==> src/rtl/usc_defs.svh <==
// Register addresses, field positions, reset values and counts
`ifndef USC_DEFS_SVH
`define USC_DEFS_SVH

`define USC_CSM_ADDR 16'hff72
`define USC_ASM_ADDR 16'hffa0
`define USC_BRG_ADDR 16'hffa1
`define USC_ARS_ADDR 16'hffa3
`define USC_DATA_ADDR 16'hffa2
`define USC_CSD_ADDR 16'hff74

`define USC_CSM_RST 8'h00
`define USC_ASM_RST 8'h00
`define USC_BRG_RST 8'h00
`define USC_ARS_RST 8'h00
`define USC_TXH_RST 8'hff
`define USC_BUF_RST 8'h00

`define USC_CSM_MASK 8'h96
`define USC_ASM_MASK 8'hfe
`define USC_BRG_MASK 8'h7f

`define USC_CSM_EN 7
`define USC_CSM_PRE 4
`define USC_CSM_DIR 2
`define USC_CSM_SRC 1

`define USC_ASM_TXE 7
`define USC_ASM_RXE 6
`define USC_ASM_PAR_HI 5
`define USC_ASM_PAR_LO 4
`define USC_ASM_CL 3
`define USC_ASM_SL 2
`define USC_ASM_ISRM 1

`define USC_BRG_N_HI 6
`define USC_BRG_N_LO 4
`define USC_BRG_K_HI 3
`define USC_BRG_K_LO 0

`define USC_ARS_PE 2
`define USC_ARS_FE 1
`define USC_ARS_OVE 0

`define USC_BASE_DIV 5'h10
`define USC_SCK_HALF_DIV4 2'h1
`define USC_SCK_HALF_DIV8 2'h3

`endif

==> src/rtl/usc_pkg.sv <==
// Types shared by the serial control block
package usc_pkg;

	typedef enum logic [1:0] {
		USC_PAR_NONE,
		USC_PAR_ZERO,
		USC_PAR_ODD,
		USC_PAR_EVEN
	} usc_parity_t;

	typedef enum logic [2:0] {
		USC_TX_IDLE,
		USC_TX_START,
		USC_TX_DATA,
		USC_TX_PAR,
		USC_TX_STOP1,
		USC_TX_STOP2
	} usc_tx_state_t;

	typedef enum logic [2:0] {
		USC_RX_IDLE,
		USC_RX_START,
		USC_RX_DATA,
		USC_RX_PAR,
		USC_RX_STOP
	} usc_rx_state_t;

endpackage

==> src/rtl/usc_baud.sv <==
// Prescaler that makes the source strobe of the baud counters
`timescale 1ns/1ns
`default_nettype none

module usc_baud (
	input  wire logic       ref_clk,
	input  wire logic       resetn,
	input  wire logic       clk_en,
	input  wire logic       run,
	input  wire logic [2:0] n_sel,
	output logic            src_tick
);

	logic [8:0] pre_r;
	logic [8:0] mask;

	// Period of the strobe is 2 to the power n+1, n = n_sel+1
	assign mask = 9'h1ff >> (3'h7 - n_sel);

	always_ff @(posedge ref_clk or negedge resetn) begin
		if (!resetn) begin
			pre_r    <= 9'h000;
			src_tick <= 1'h0;
		end else if (clk_en) begin
			if (!run) begin
				pre_r    <= 9'h000;
				src_tick <= 1'h0;
			end else begin
				pre_r    <= pre_r + 9'h001;
				src_tick <= (pre_r & mask) == mask;
			end
		end
	end

endmodule

`default_nettype wire

==> src/rtl/usc_rx.sv <==
// Asynchronous receiver: start check, data, parity, one stop bit
`timescale 1ns/1ns
`default_nettype none

module usc_rx
	import usc_pkg::*;
(
	input  wire logic        ref_clk,
	input  wire logic        resetn,
	input  wire logic        clk_en,
	input  wire logic        enable,
	input  wire logic        src_tick,
	input  wire logic [4:0]  half_len,
	input  wire logic        char8,
	input  wire usc_parity_t parity_mode,
	input  wire logic        rxd,
	output logic             done,
	output logic [7:0]       data,
	output logic             parity_err,
	output logic             frame_err
);

	usc_rx_state_t state_r;
	logic [5:0]    tick_r;
	logic [2:0]    bit_r;
	logic [7:0]    sr_r;
	logic          par_r;
	logic [5:0]    goal;
	logic          at_goal;
	logic          last_bit;
	logic          rxd_prev_r;

	// Start waits half a bit so later samples fall mid-bit
	assign goal = (state_r == USC_RX_START) ?
		({1'h0, half_len} - 6'h01) : ({half_len, 1'h0} - 6'h01);
	assign at_goal  = src_tick && (tick_r == goal);
	assign last_bit = bit_r == (char8 ? 3'h7 : 3'h6);

	always_ff @(posedge ref_clk or negedge resetn) begin
		if (!resetn) begin
			tick_r <= 6'h00;
		end else if (clk_en) begin
			if (state_r == USC_RX_IDLE || at_goal)
				tick_r <= 6'h00;
			else if (src_tick)
				tick_r <= tick_r + 6'h01;
		end
	end

	// Start needs a falling edge, so a low stop bit is not a new start
	always_ff @(posedge ref_clk or negedge resetn) begin
		if (!resetn)
			rxd_prev_r <= 1'h1;
		else if (clk_en)
			rxd_prev_r <= rxd;
	end

	always_ff @(posedge ref_clk or negedge resetn) begin
		if (!resetn) begin
			state_r    <= USC_RX_IDLE;
			bit_r      <= 3'h0;
			sr_r       <= 8'h00;
			par_r      <= 1'h0;
			done       <= 1'h0;
			data       <= 8'h00;
			parity_err <= 1'h0;
			frame_err  <= 1'h0;
		end else if (clk_en) begin
			done <= 1'h0;
			if (!enable) begin
				state_r <= USC_RX_IDLE;
			end else begin
				unique case (state_r)
				USC_RX_IDLE: begin
					parity_err <= parity_err;
					if (rxd_prev_r && !rxd)
						state_r <= USC_RX_START;
				end
				USC_RX_START: begin
					if (at_goal) begin
						// A glitch shorter than half a bit is dropped
						state_r <= rxd ? USC_RX_IDLE : USC_RX_DATA;
						bit_r   <= 3'h0;
						par_r   <= 1'h0;
					end
				end
				USC_RX_DATA: begin
					if (at_goal) begin
						sr_r  <= {rxd, sr_r[7:1]};
						par_r <= par_r ^ rxd;
						bit_r <= bit_r + 3'h1;
						if (last_bit)
							state_r <= (parity_mode == USC_PAR_NONE) ?
								USC_RX_STOP : USC_RX_PAR;
					end
				end
				USC_RX_PAR: begin
					if (at_goal) begin
						state_r <= USC_RX_STOP;
						unique case (parity_mode)
						USC_PAR_ODD:  parity_err <= !(par_r ^ rxd);
						USC_PAR_EVEN: parity_err <= par_r ^ rxd;
						USC_PAR_NONE,
						USC_PAR_ZERO: parity_err <= 1'h0;
						endcase
					end
				end
				USC_RX_STOP: begin
					// Only the first stop bit is looked at
					if (at_goal) begin
						state_r   <= USC_RX_IDLE;
						frame_err <= !rxd;
						done      <= 1'h1;
						data      <= char8 ? sr_r : {1'h0, sr_r[7:1]};
						if (parity_mode == USC_PAR_NONE)
							parity_err <= 1'h0;
					end
				end
				endcase
			end
		end
	end

endmodule

`default_nettype wire

==> src/rtl/usc_top.sv <==
// Dual-mode serial control: registers, transmitter, 3-wire shifter
`timescale 1ns/1ns
`default_nettype none
`include "usc_defs.svh"

// Function
// Clocked-serial enable bit stops 3-wire operation at 0, enables at 1.
// Internal shift clock is system clock divided by 4 or by 8.
// Bit-order bit: 0 sends most significant bit first, 1 least.
// Clock source bit: 0 uses external clock pin, 1 internal clock.
// Software writes zero to bits 0, 3, 5, 6 of clocked mode.
// Software keeps clocked mode register zero while in asynchronous mode.
// Async mode bit 7 enables transmit, bit 6 enables receive.
// Parity: none, fixed zero unchecked, odd, or even.
// Length bit picks 7 or 8 data bits; stop bit picks 1 or 2.
// Receiver checks only one stop bit whatever the stop setting.
// Error mask bit 1 suppresses completion request on erroneous reception.
// Software keeps async bit 0 zero, register zero in 3-wire mode.
// Software stops transfers before changing the operating mode.
// In 3-wire transmit-only use, serial input pin is released.
// Parity error flag is status bit 2, set on parity mismatch.
// Framing error flag is status bit 1, set on missing stop.
// Overrun flag is status bit 0, set when buffer was unread.
// Unread buffer makes every later character flag overrun again.
// Baud bits 6 to 4 pick source clock: system over 2^(n+1).
// Baud bits 3 to 0 divide the source clock by k+16.
// Bit rate is system clock over 2^(n+2) times (k+16).
// Software keeps baud bit 7 zero, never writes during transfer.
// Writing transmit data starts sending; 7-bit mode sends bits 0-6.
// In 7-bit mode received data sits low, top bit reads zero.
// Frame: low start, data LSB first, optional parity, high stops.
module usc_top
	import usc_pkg::*;
(
	input  wire logic        ref_clk,
	input  wire logic        resetn,
	input  wire logic        clk_en,
	input  wire logic [15:0] bus_addr,
	input  wire logic        bus_wr,
	input  wire logic        bus_rd,
	input  wire logic [7:0]  bus_wdata,
	output logic [7:0]       bus_rdata,
	output logic             async_transmit_pin,
	output logic             async_transmit_oe,
	input  wire logic        async_receive_pin,
	input  wire logic        serial_clock_in,
	output logic             serial_clock_out,
	output logic             serial_clock_oe,
	input  wire logic        clocked_serial_in_pin,
	output logic             clocked_serial_out_pin,
	output logic             clocked_serial_out_oe,
	output logic             serial_in_claimed,
	output logic             rx_complete,
	output logic             tx_complete,
	output logic             csi_complete
);

	logic [7:0]    csm_r;
	logic [7:0]    asm_r;
	logic [7:0]    brg_r;
	logic [7:0]    ars_r;
	logic [7:0]    txh_r;
	logic [7:0]    rxbuf_r;
	logic [7:0]    csd_r;
	logic          rx_full_r;
	logic          rx_irq_r;
	logic [2:0]    sync1_r;
	logic [2:0]    sync2_r;
	logic          wr_csm;
	logic          wr_asm;
	logic          wr_brg;
	logic          wr_data;
	logic          wr_csd;
	logic          rd_data;
	logic          csi_en;
	logic          csi_pre;
	logic          csi_dir;
	logic          csi_int;
	logic          tx_en;
	logic          rx_en;
	usc_parity_t   par_mode;
	logic          char8;
	logic          stop2;
	logic          err_mask;
	logic [4:0]    half_len;
	logic          src_tick;
	logic          rxd_s;
	logic          sck_s;
	logic          si_s;

	assign wr_csm  = bus_wr && bus_addr == `USC_CSM_ADDR;
	assign wr_asm  = bus_wr && bus_addr == `USC_ASM_ADDR;
	assign wr_brg  = bus_wr && bus_addr == `USC_BRG_ADDR;
	assign wr_data = bus_wr && bus_addr == `USC_DATA_ADDR;
	assign wr_csd  = bus_wr && bus_addr == `USC_CSD_ADDR;
	assign rd_data = bus_rd && bus_addr == `USC_DATA_ADDR;

	assign csi_en   = csm_r[`USC_CSM_EN];
	assign csi_pre  = csm_r[`USC_CSM_PRE];
	assign csi_dir  = csm_r[`USC_CSM_DIR];
	assign csi_int  = csm_r[`USC_CSM_SRC];
	assign tx_en    = asm_r[`USC_ASM_TXE];
	assign rx_en    = asm_r[`USC_ASM_RXE];
	assign par_mode = usc_parity_t'(asm_r[`USC_ASM_PAR_HI:`USC_ASM_PAR_LO]);
	assign char8    = asm_r[`USC_ASM_CL];
	assign stop2    = asm_r[`USC_ASM_SL];
	assign err_mask = asm_r[`USC_ASM_ISRM];
	assign half_len = {1'h0, brg_r[`USC_BRG_K_HI:`USC_BRG_K_LO]}
		+ `USC_BASE_DIV;

	assign rxd_s = sync2_r[2];
	assign sck_s = sync2_r[1];
	assign si_s  = sync2_r[0];

	// Pin inputs: only the second stage is read
	always_ff @(posedge ref_clk or negedge resetn) begin
		if (!resetn) begin
			sync1_r <= 3'h7;
			sync2_r <= 3'h7;
		end else if (clk_en) begin
			sync1_r <= {async_receive_pin, serial_clock_in,
				clocked_serial_in_pin};
			sync2_r <= sync1_r;
		end
	end

	// Reserved bits are masked so they always read zero
	always_ff @(posedge ref_clk or negedge resetn) begin
		if (!resetn) begin
			csm_r <= `USC_CSM_RST;
			asm_r <= `USC_ASM_RST;
			brg_r <= `USC_BRG_RST;
		end else if (clk_en) begin
			if (wr_csm)
				csm_r <= bus_wdata & `USC_CSM_MASK;
			if (wr_asm)
				asm_r <= bus_wdata & `USC_ASM_MASK;
			if (wr_brg)
				brg_r <= bus_wdata & `USC_BRG_MASK;
		end
	end

	usc_baud u_baud (
		.ref_clk  (ref_clk),
		.resetn   (resetn),
		.clk_en   (clk_en),
		.run      (tx_en || rx_en),
		.n_sel    (brg_r[`USC_BRG_N_HI:`USC_BRG_N_LO]),
		.src_tick (src_tick)
	);

	// Transmitter
	usc_tx_state_t tx_state_r;
	logic [5:0]    tx_tick_r;
	logic [2:0]    tx_bit_r;
	logic          txd_r;
	logic          tx_done_r;
	logic          tx_end;
	logic          tx_dpar;
	logic          tx_pbit;

	// One bit lasts twice the k+16 count of source strobes
	assign tx_end  = src_tick &&
		tx_tick_r == ({half_len, 1'h0} - 6'h01);
	assign tx_dpar = char8 ? ^txh_r : ^txh_r[6:0];
	assign tx_pbit = (par_mode == USC_PAR_ODD) ? !tx_dpar :
		(par_mode == USC_PAR_EVEN) ? tx_dpar : 1'h0;

	// Writes while a frame is in flight are dropped
	always_ff @(posedge ref_clk or negedge resetn) begin
		if (!resetn)
			txh_r <= `USC_TXH_RST;
		else if (clk_en && wr_data && tx_en && tx_state_r == USC_TX_IDLE)
			txh_r <= bus_wdata;
	end

	always_ff @(posedge ref_clk or negedge resetn) begin
		if (!resetn) begin
			tx_tick_r <= 6'h00;
		end else if (clk_en) begin
			if (tx_state_r == USC_TX_IDLE || tx_end)
				tx_tick_r <= 6'h00;
			else if (src_tick)
				tx_tick_r <= tx_tick_r + 6'h01;
		end
	end

	always_ff @(posedge ref_clk or negedge resetn) begin
		if (!resetn) begin
			tx_state_r <= USC_TX_IDLE;
			tx_bit_r   <= 3'h0;
			txd_r      <= 1'h1;
			tx_done_r  <= 1'h0;
		end else if (clk_en) begin
			tx_done_r <= 1'h0;
			if (!tx_en) begin
				tx_state_r <= USC_TX_IDLE;
				txd_r      <= 1'h1;
			end else begin
				unique case (tx_state_r)
				USC_TX_IDLE: begin
					if (wr_data) begin
						tx_state_r <= USC_TX_START;
						txd_r      <= 1'h0;
					end
				end
				USC_TX_START: begin
					if (tx_end) begin
						tx_state_r <= USC_TX_DATA;
						tx_bit_r   <= 3'h0;
						txd_r      <= txh_r[0];
					end
				end
				USC_TX_DATA: begin
					if (tx_end) begin
						if (tx_bit_r == (char8 ? 3'h7 : 3'h6)) begin
							if (par_mode == USC_PAR_NONE) begin
								tx_state_r <= USC_TX_STOP1;
								txd_r      <= 1'h1;
							end else begin
								tx_state_r <= USC_TX_PAR;
								txd_r      <= tx_pbit;
							end
						end else begin
							tx_bit_r <= tx_bit_r + 3'h1;
							txd_r    <= txh_r[tx_bit_r + 3'h1];
						end
					end
				end
				USC_TX_PAR: begin
					if (tx_end) begin
						tx_state_r <= USC_TX_STOP1;
						txd_r      <= 1'h1;
					end
				end
				USC_TX_STOP1: begin
					if (tx_end) begin
						tx_state_r <= stop2 ? USC_TX_STOP2 : USC_TX_IDLE;
						tx_done_r  <= !stop2;
					end
				end
				USC_TX_STOP2: begin
					if (tx_end) begin
						tx_state_r <= USC_TX_IDLE;
						tx_done_r  <= 1'h1;
					end
				end
				endcase
			end
		end
	end

	// Receiver and its status
	logic       rx_done;
	logic [7:0] rx_data;
	logic       rx_pe;
	logic       rx_fe;
	logic       rx_ove;

	usc_rx u_rx (
		.ref_clk     (ref_clk),
		.resetn      (resetn),
		.clk_en      (clk_en),
		.enable      (rx_en),
		.src_tick    (src_tick),
		.half_len    (half_len),
		.char8       (char8),
		.parity_mode (par_mode),
		.rxd         (rxd_s),
		.done        (rx_done),
		.data        (rx_data),
		.parity_err  (rx_pe),
		.frame_err   (rx_fe)
	);

	// A read in the same cycle counts as having emptied the buffer
	assign rx_ove = rx_full_r && !rd_data;

	always_ff @(posedge ref_clk or negedge resetn) begin
		if (!resetn) begin
			rx_full_r <= 1'h0;
			rxbuf_r   <= `USC_BUF_RST;
			ars_r     <= `USC_ARS_RST;
			rx_irq_r  <= 1'h0;
		end else if (clk_en) begin
			rx_irq_r <= 1'h0;
			if (rx_done) begin
				rx_full_r          <= 1'h1;
				rxbuf_r            <= rx_data;
				ars_r              <= `USC_ARS_RST;
				ars_r[`USC_ARS_PE]  <= rx_pe;
				ars_r[`USC_ARS_FE]  <= rx_fe;
				ars_r[`USC_ARS_OVE] <= rx_ove;
				rx_irq_r <= !(err_mask && (rx_pe || rx_fe || rx_ove));
			end else if (rd_data) begin
				rx_full_r <= 1'h0;
			end
		end
	end

	// 3-wire shifter
	logic       csi_busy_r;
	logic [2:0] csi_cnt_r;
	logic [1:0] csi_pre_r;
	logic       csi_sck_r;
	logic       csi_so_r;
	logic       csi_done_r;
	logic       sck_prev_r;
	logic [1:0] csi_half;
	logic       int_edge;
	logic       sh_fall;
	logic       sh_rise;

	assign csi_half = csi_pre ? `USC_SCK_HALF_DIV8 : `USC_SCK_HALF_DIV4;
	assign int_edge = csi_busy_r && csi_int && csi_pre_r == csi_half;
	// External clock edges are taken only while a byte is pending
	assign sh_fall  = csi_int ? (int_edge && csi_sck_r) :
		(csi_busy_r && sck_prev_r && !sck_s);
	assign sh_rise  = csi_int ? (int_edge && !csi_sck_r) :
		(csi_busy_r && !sck_prev_r && sck_s);

	always_ff @(posedge ref_clk or negedge resetn) begin
		if (!resetn) begin
			csi_pre_r  <= 2'h0;
			csi_sck_r  <= 1'h1;
			sck_prev_r <= 1'h1;
		end else if (clk_en) begin
			sck_prev_r <= sck_s;
			if (!csi_busy_r || !csi_int) begin
				csi_pre_r <= 2'h0;
				csi_sck_r <= 1'h1;
			end else if (int_edge) begin
				csi_pre_r <= 2'h0;
				csi_sck_r <= !csi_sck_r;
			end else begin
				csi_pre_r <= csi_pre_r + 2'h1;
			end
		end
	end

	always_ff @(posedge ref_clk or negedge resetn) begin
		if (!resetn) begin
			csi_busy_r <= 1'h0;
			csi_cnt_r  <= 3'h0;
			csd_r      <= `USC_BUF_RST;
			csi_so_r   <= 1'h1;
			csi_done_r <= 1'h0;
		end else if (clk_en) begin
			csi_done_r <= 1'h0;
			if (!csi_en) begin
				csi_busy_r <= 1'h0;
			end else if (!csi_busy_r) begin
				if (wr_csd) begin
					csd_r      <= bus_wdata;
					csi_busy_r <= 1'h1;
					csi_cnt_r  <= 3'h0;
				end
			end else if (sh_fall) begin
				csi_so_r <= csi_dir ? csd_r[0] : csd_r[7];
			end else if (sh_rise) begin
				csd_r <= csi_dir ? {si_s, csd_r[7:1]} :
					{csd_r[6:0], si_s};
				csi_cnt_r <= csi_cnt_r + 3'h1;
				if (csi_cnt_r == 3'h7) begin
					csi_busy_r <= 1'h0;
					csi_done_r <= 1'h1;
				end
			end
		end
	end

	// Read port; unmapped addresses answer zero
	always_ff @(posedge ref_clk or negedge resetn) begin
		if (!resetn) begin
			bus_rdata <= 8'h00;
		end else if (clk_en && bus_rd) begin
			case (bus_addr)
			`USC_CSM_ADDR:  bus_rdata <= csm_r;
			`USC_ASM_ADDR:  bus_rdata <= asm_r;
			`USC_BRG_ADDR:  bus_rdata <= brg_r;
			`USC_ARS_ADDR:  bus_rdata <= ars_r;
			`USC_DATA_ADDR: bus_rdata <= rxbuf_r;
			`USC_CSD_ADDR:  bus_rdata <= csd_r;
			default:        bus_rdata <= 8'h00;
			endcase
		end
	end

	assign async_transmit_pin     = txd_r;
	assign async_transmit_oe      = tx_en;
	assign clocked_serial_out_pin = csi_so_r;
	assign clocked_serial_out_oe  = csi_en;
	assign serial_clock_out       = csi_sck_r;
	assign serial_clock_oe        = csi_en && csi_int;
	assign serial_in_claimed      = rx_en;
	assign rx_complete            = rx_irq_r;
	assign tx_complete            = tx_done_r;
	assign csi_complete           = csi_done_r;

endmodule

`default_nettype wire

==> config.mk <==
export PLATFORM = sky130hd
export DESIGN_NAME = usc_top
export DESIGN_NICKNAME = d
export VERILOG_FILES = /design/src/rtl/usc_pkg.sv /design/src/rtl/usc_baud.sv /design/src/rtl/usc_rx.sv /design/src/rtl/usc_top.sv
export VERILOG_INCLUDE_DIRS = /design/src /design/src/rtl
export SDC_FILE = /design/constraint.sdc
export NUM_CORES = 1
export LEC_CHECK = 0
export ABC_CLOCK_PERIOD_IN_PS = 9850
export BUFFER_PORTS_ARGS = -buffer_cell sky130_fd_sc_hd__buf_2
export CAP_MARGIN = 40
export CORE_UTILIZATION = 60
export DETAILED_ROUTE_END_ITERATION = 8
export GPL_ROUTABILITY_DRIVEN = 0
export PLACE_DENSITY = 0.83
export SLEW_MARGIN = 10
export SYNTH_ARGS = -nofsm -noshare
export SYNTH_HDL_FRONTEND = slang
export SYNTH_HIERARCHICAL = 1
export SYNTH_SLANG_ARGS = --single-unit
==> constraint.sdc <==
create_clock -name ref_clk -period 9.85 [get_ports ref_clk]
set_clock_uncertainty 0.15 [all_clocks]
set_input_delay 0.4925 -clock ref_clk [delete_from_list [all_inputs] [get_ports ref_clk]]
set_output_delay 0.4925 -clock ref_clk [all_outputs]
set_load 0.01 [all_outputs]
# After elaboration in Yosys (flattened, before gate mapping)
# Index checks and enable logic that the tools add are counted.
# totals
input_bits,32
ff_bits,128
# op_classes
addsub,11
bitwise_logic,2
n_shift,1
n_eq_ne,49
reduce_logical,73
order_cmp,1
n_mux,94
# ops
cell,n
== test 16 bit (second input constant),6
2-to-1 mux 3 bit,24
2-to-1 mux 8 bit,6
one-hot mux 8 bit (6 select lines),1
2-to-1 mux 1 bit,43
2-to-1 mux 6 bit,5
logical AND 1 bit,24
!= test 3 bit (second input constant),8
one-hot mux 3 bit (6 select lines),1
AND reduction 6 bit,3
AND reduction 2 bit,8
nonzero test 2 bit,8
!= test 3 x 2 -> 1 bit (second input constant),5
one-hot mux 3 bit (5 select lines),1
adder 6 x 1 -> 6 bit (second input constant),2
== test 3 x 2 -> 1 bit (second input constant),4
== test 3 bit (second input constant),4
== test 6 bit,2
one-hot mux 3 bit (2 select lines),2
AND reduction 4 bit,3
logical NOT 1 bit,11
!= test 2 x 1 -> 1 bit (second input constant),5
!= test 2 bit (second input constant),5
AND reduction 5 bit,2
other kinds (32),48

# Longest topological paths before layout
# logic_depth
depth_word,9
depth_mapped,11

# By module
# The synthesis kept the hierarchy.
# modules_own_cells
mod,cells_per_inst,area_each_um2,instances,seq_area_each_um2
usc_top,425,4625.7,1,2149.6
usc_rx,183,1943.1,1,827.0
usc_baud,59,531.8,1,250.2

# Worst setup path after synthesis
# OpenSTA, ideal clock, no wires.
# synth_path
kind,flip-flop to flip-flop
startpoint,register u_rx.state_r[2]
endpoint,register u_rx.sr_r[0]
setup_time_ns,0.125
t_arrival_ns,2.836
required_time_ns,9.575
slack_ns,6.739
stages_incl_launch_ff,12
n_path_buf,4
cell_sequence,dfrtp_1 -> buf_6 -> or3b_1 -> buf_2 -> or3_1 -> a21boi_2 -> nand3_1 -> or4_4 -> buf_6 -> or2_1 -> buf_6 -> mux2_4
# synth_between
elab_chain_len,5
# synth_lines
item,line,rtl
start: declaration,usc_rx.sv:23,usc_rx_state_t state_r;
start signal: assignment,usc_rx.sv:82,state_r <= rxd ? USC_RX_IDLE : USC_RX_DATA;
start signal: assignment,usc_rx.sv:93,state_r <= (parity_mode == USC_PAR_NONE) ?
== test 3 x 1 -> 1 bit,usc_rx.sv:34,assign goal = (state_r == USC_RX_START) ?
2-to-1 mux 6 bit,usc_rx.sv:34,
== test 6 bit,usc_rx.sv:36,assign at_goal = src_tick && (tick_r == goal);
logical AND 1 bit,usc_rx.sv:36,
AND reduction 4 bit (no line) (*),n/a,
end signal: assignment,usc_rx.sv:89,"sr_r <= {rxd, sr_r[7:1]};"
end: declaration,usc_rx.sv:26,logic [7:0] sr_r;
# Mark *: on every way between the ends. The rest lies on a longest branch, timed or not.
# A chain may end at the register's enable or synchronous reset.

# Worst setup path in the final report
# layout_path
startpoint,register u_rx.state_r[0]
endpoint,register u_rx.sr_r[0]
# The elaborated chain is that of the path after synthesis.

==> results_tabular.tex <==
\begin{tabular}{lr}
\hline
Metric & Value \\
\hline
\multicolumn{2}{l}{\textbf{Route}} \\
WL final & 16300 um \\
Average vias per placed instance & $\sim$6.3 \\
Count of nets left with antenna violations after detail routing & 0 \\
Average wire length per cell after detail routing & 18.8 um \\
First drt pass iteration count & 6 \\
Number of vias in the routed layout & about 5500 \\
Remaining design rule violation count & 0 \\
Iter 0 DRT Violations & 544 \\
\multicolumn{2}{l}{\textbf{Placement}} \\
Setup slack after placement & 6.54 ns \\
Number of buffers added on ports & 49 \\
Cells after DPL & 835 \\
DPL Wire Length & 11300 um \\
\multicolumn{2}{l}{\textbf{Pwr}} \\
Worst VDD drop & 0.136 mV \\
Standby leakage power & about 3.6 nW \\
Pwr Density & between 100 and 150 nW/um2 \\
\multicolumn{2}{l}{\textbf{Critical path}} \\
WP data required & 10.01 ns \\
Setup crit end kind & flop \\
Crit path arrival time & 3.50 ns \\
Classification of the worst setup path & flop to flop \\
CP max FO & 14 \\
Max stage delay on crit path & 0.62 ns \\
Crit-path cells & or3b\_1, or3\_1, a21boi\_2, nand3\_1, or4\_4, or2\_1, mux2\_4 \\
Cell with the largest stage delay on the worst path & or4\_4 \\
Kind of start point of the critical path & flop \\
\multicolumn{2}{l}{\textbf{Logic synthesis}} \\
Xor/xnor share of the synthesized area & 0.0389 \\
Area of the mapped netlist & about 7000 um2 \\
Synthesized area per cell & 10.6 um2 \\
Post-synthesis share of cell area spent on and, or, nand and nor gates & 0.158 \\
Post-synthesis sequential element count & 128 \\
Multiplexer share of the synthesized area & 0.159 \\
Post-synthesis compound-gate area fraction & 0.137 \\
Portion of the post-synthesis area used by sequential elements & 0.454 \\
Dominant combinational cell family by area after synthesis & multiplexers \\
Number of enable flip-flop cells after synthesis & 0 \\
Gate count of the mapped netlist & 667 \\
Share of synthesized cell area in full adder, half adder and majority cells & 0.0194 \\
Yosys warning total & 6 \\
Synth unique cells & 81 \\
Async set-reset flop share out of synthesis & 1.00 \\
Most used flip-flop cell after synthesis & dfrtp\_1 \\
\multicolumn{2}{l}{\textbf{Timing}} \\
Worst hold slack after final layout & 0.152 ns \\
Max-slew violation total from the final report & 0 \\
Post-layout worst setup margin & 6.50 ns \\
Setup repair after global routing missed its margin & false \\
Endpoints failing setup & 0 \\
Worst-case headroom to the max-slew limit & 0.481 \\
Share of the clock period used by the worst path & 0.340 \\
Tightest Pin Transition & 0.778 ns \\
Final hold viol count & 0 \\
Achievable Freq & 299 MHz \\
Minimum clock period & 3.35 ns \\
Final setup TNS & 0 ns \\
\multicolumn{2}{l}{\textbf{Layout}} \\
Most used cells in the layout excluding fill and tap cells & dfrtp\_1, nand2\_1, mux2\_2, buf\_2, o21ai\_0 \\
Inserted Diodes & 0 \\
Post-route insts no fill & 868 \\
Most common cell after layout, fill and taps aside & dfrtp\_1 \\
Layout Area Growth over Synthesis & 12.6\% \\
Fraction of final layout cells with drive strength greater than 1 & 0.279 \\
Net count, final & 755 \\
\multicolumn{2}{l}{\textbf{Floorplan}} \\
Chip height & 111 um \\
I/O pin count & 50 \\
Die X & about 110 um \\
Standard cell core area & 11500 um2 \\
Initial cell density of the core & 0.619 \\
Total Die Area & 12300 um2 \\
Rows & 39 \\
\multicolumn{2}{l}{\textbf{Global routing}} \\
Combined global-route utilization of all metal layers & 0.280 \\
Remaining global-route overflow & 0 \\
Largest net degree at the start of global routing & slightly below 60 \\
Initial antenna violation count & 0 \\
Global-route wire length before repair & roughly 27000 um \\
Vias in the first global route & 5593 \\
\multicolumn{2}{l}{\textbf{Run status}} \\
Status & finished clean \\
\multicolumn{2}{l}{\textbf{Clocking}} \\
Clk sink count & 128 \\
TritonCTS clock tree & yes \\
CTS clk-pin slew, worst paths & 0.06 ns \\
Latest clock arrival within the worst-skew pair & 0.42 ns \\
Clock buffer count from CTS & 17 \\
Number of levels in the clock H-tree & 4 \\
Buffer type at the clock tree root & clkbuf\_16 \\
Maximum buffer depth of the clock tree & 2 \\
\multicolumn{2}{l}{\textbf{Hold path}} \\
Worst hold path class & input pin to flop \\
\multicolumn{2}{l}{\textbf{Job}} \\
Max Cap Viol & 0 \\
\hline
\end{tabular}
per-stage QoR:
stage	area [um2]	util	total power [mW]
6_report	8000	0.697	1.19
5_1_grt	8000	0.697	1.23
4_1_cts	8000	0.697	1.20
3_5_place_dp	7430	0.648	0.612
3_3_place_gp	7400	0.645	0.607
2_1_floorplan	7110	-	0.580
synth_stat cells, drive strengths merged, types with 3 or more instances:
cell type	number	area share
dfrtp	109	0.38
nor3b	4	0.0049
buf	11	0.011
nand3	15	0.011
xnor2	20	0.025
a21boi	6	0.0069
a222oi	5	0.0070
nor2	36	0.019
a22o	10	0.012
a221oi	3	0.0037
o31ai	9	0.0095
nor3	15	0.012
or2	6	0.0053
a21o	6	0.0063
o211ai	3	0.0032
a21oi	28	0.020
nand2	65	0.035
nand4	12	0.013
nor4	3	0.0048
a211oi	4	0.0042
and2	5	0.0044
nand2b	13	0.011
mux2	78	0.13
inv	21	0.011
mux2i	15	0.021
clkbuf	19	0.010
ha	11	0.019
o2bb2ai	4	0.0049
o21ai	45	0.032
xor2	9	0.011
and3	5	0.0044
dfstp	19	0.070
or3	5	0.0044
o22ai	3	0.0026
nor2b	5	0.0044
routing by layer:
metal	part of all wire	vias to the layer above	wire length (um)	global-route usage
met5	0	-	0	0
li1	-	2524	-	-
met3	0.078	42	1270	0.0738
met1	0.41	2692	6630	0.354
met2	0.49	220	8060	0.461
met4	0.022	0	352	0.108
report_power, final:
part           internal, mW  total (mW)  switching, mW
clock network         0.352       0.586          0.234
registers             0.536       0.545        0.00821
logic                0.0214      0.0590         0.0376
worst paths after layout:
check / from / endpoint / slack, ns / depth (start not counted)
worst max-delay path: u_rx/state_r[0] / u_rx/sr_r[0] / 6.50 / 7
max in group asynchronous: resetn / sync2_r[2] / 7.95 / 4
worst min register to register: bus_rdata[6] / bus_rdata[6] / 0.32 / 1
worst min-delay path: async_receive_pin / sync1_r[2] / 0.15 / 2
min in group asynchronous: resetn / tx_state_r[0] / 0.47 / 2
worst max register to register: u_rx/state_r[0] / u_rx/sr_r[0] / 6.50 / 7
layout make-up:
| type | instances | area [um2] |
|---|---|---|
| Sequential cell | 128 | 3230 |
| Multi-Input combinational cell | 490 | 3650 |
| Clock buffer | 19 | 443 |
| Fill cell | 801 | 3470 |
| Clock inverter | 13 | 115 |
| Tap cell | 143 | 179 |
| Inverter | 21 | 78.8 |
| Timing Repair Buffer | 54 | 305 |
kinds of logic after synthesis:
family                     count (synthesis)
and+or+nand+nor                          206
AOI/OAI and AO/OA                        145
DFF                                      128
muxes                                     95
buffers and inverters                     51
xor gates and xnor gates                  30
adders and majority gates                 11
other                                      1
worst max-delay path, delay by kind of cell (launching register included):
family           cells  cell delay [ns]
AND/OR/NAND/NOR      5             2.02
multiplexers         1             0.35
AO/OA/AOI/OAI        1             0.17
flip-flops           1             0.54
sequential cells by signal (all words and copies together) (netlist names), 2 cells and up:
register / count
ars_r: 3
tx_tick_r: 6
u_rx/sr_r: 8
u_rx/state_r: 3
tx_state_r: 3
brg_r: 7
u_rx/data: 8
tx_bit_r: 3
csi_cnt_r: 3
csi_pre_r: 2
u_rx/bit_r: 3
csm_r: 4
sync1_r: 3
asm_r: 7
csd_r: 8
txh_r: 8
u_baud/pre_r: 9
bus_rdata: 8
rxbuf_r: 8
u_rx/tick_r: 6
sync2_r: 3
what timing repair did:
item,in CTS,in global routing
resized for setup,0,0
hold endpoints to repair,33,0
hold buffers,1,0
setup buffers,0,0
No activity file was read; power rests on OpenSTA's default activity.
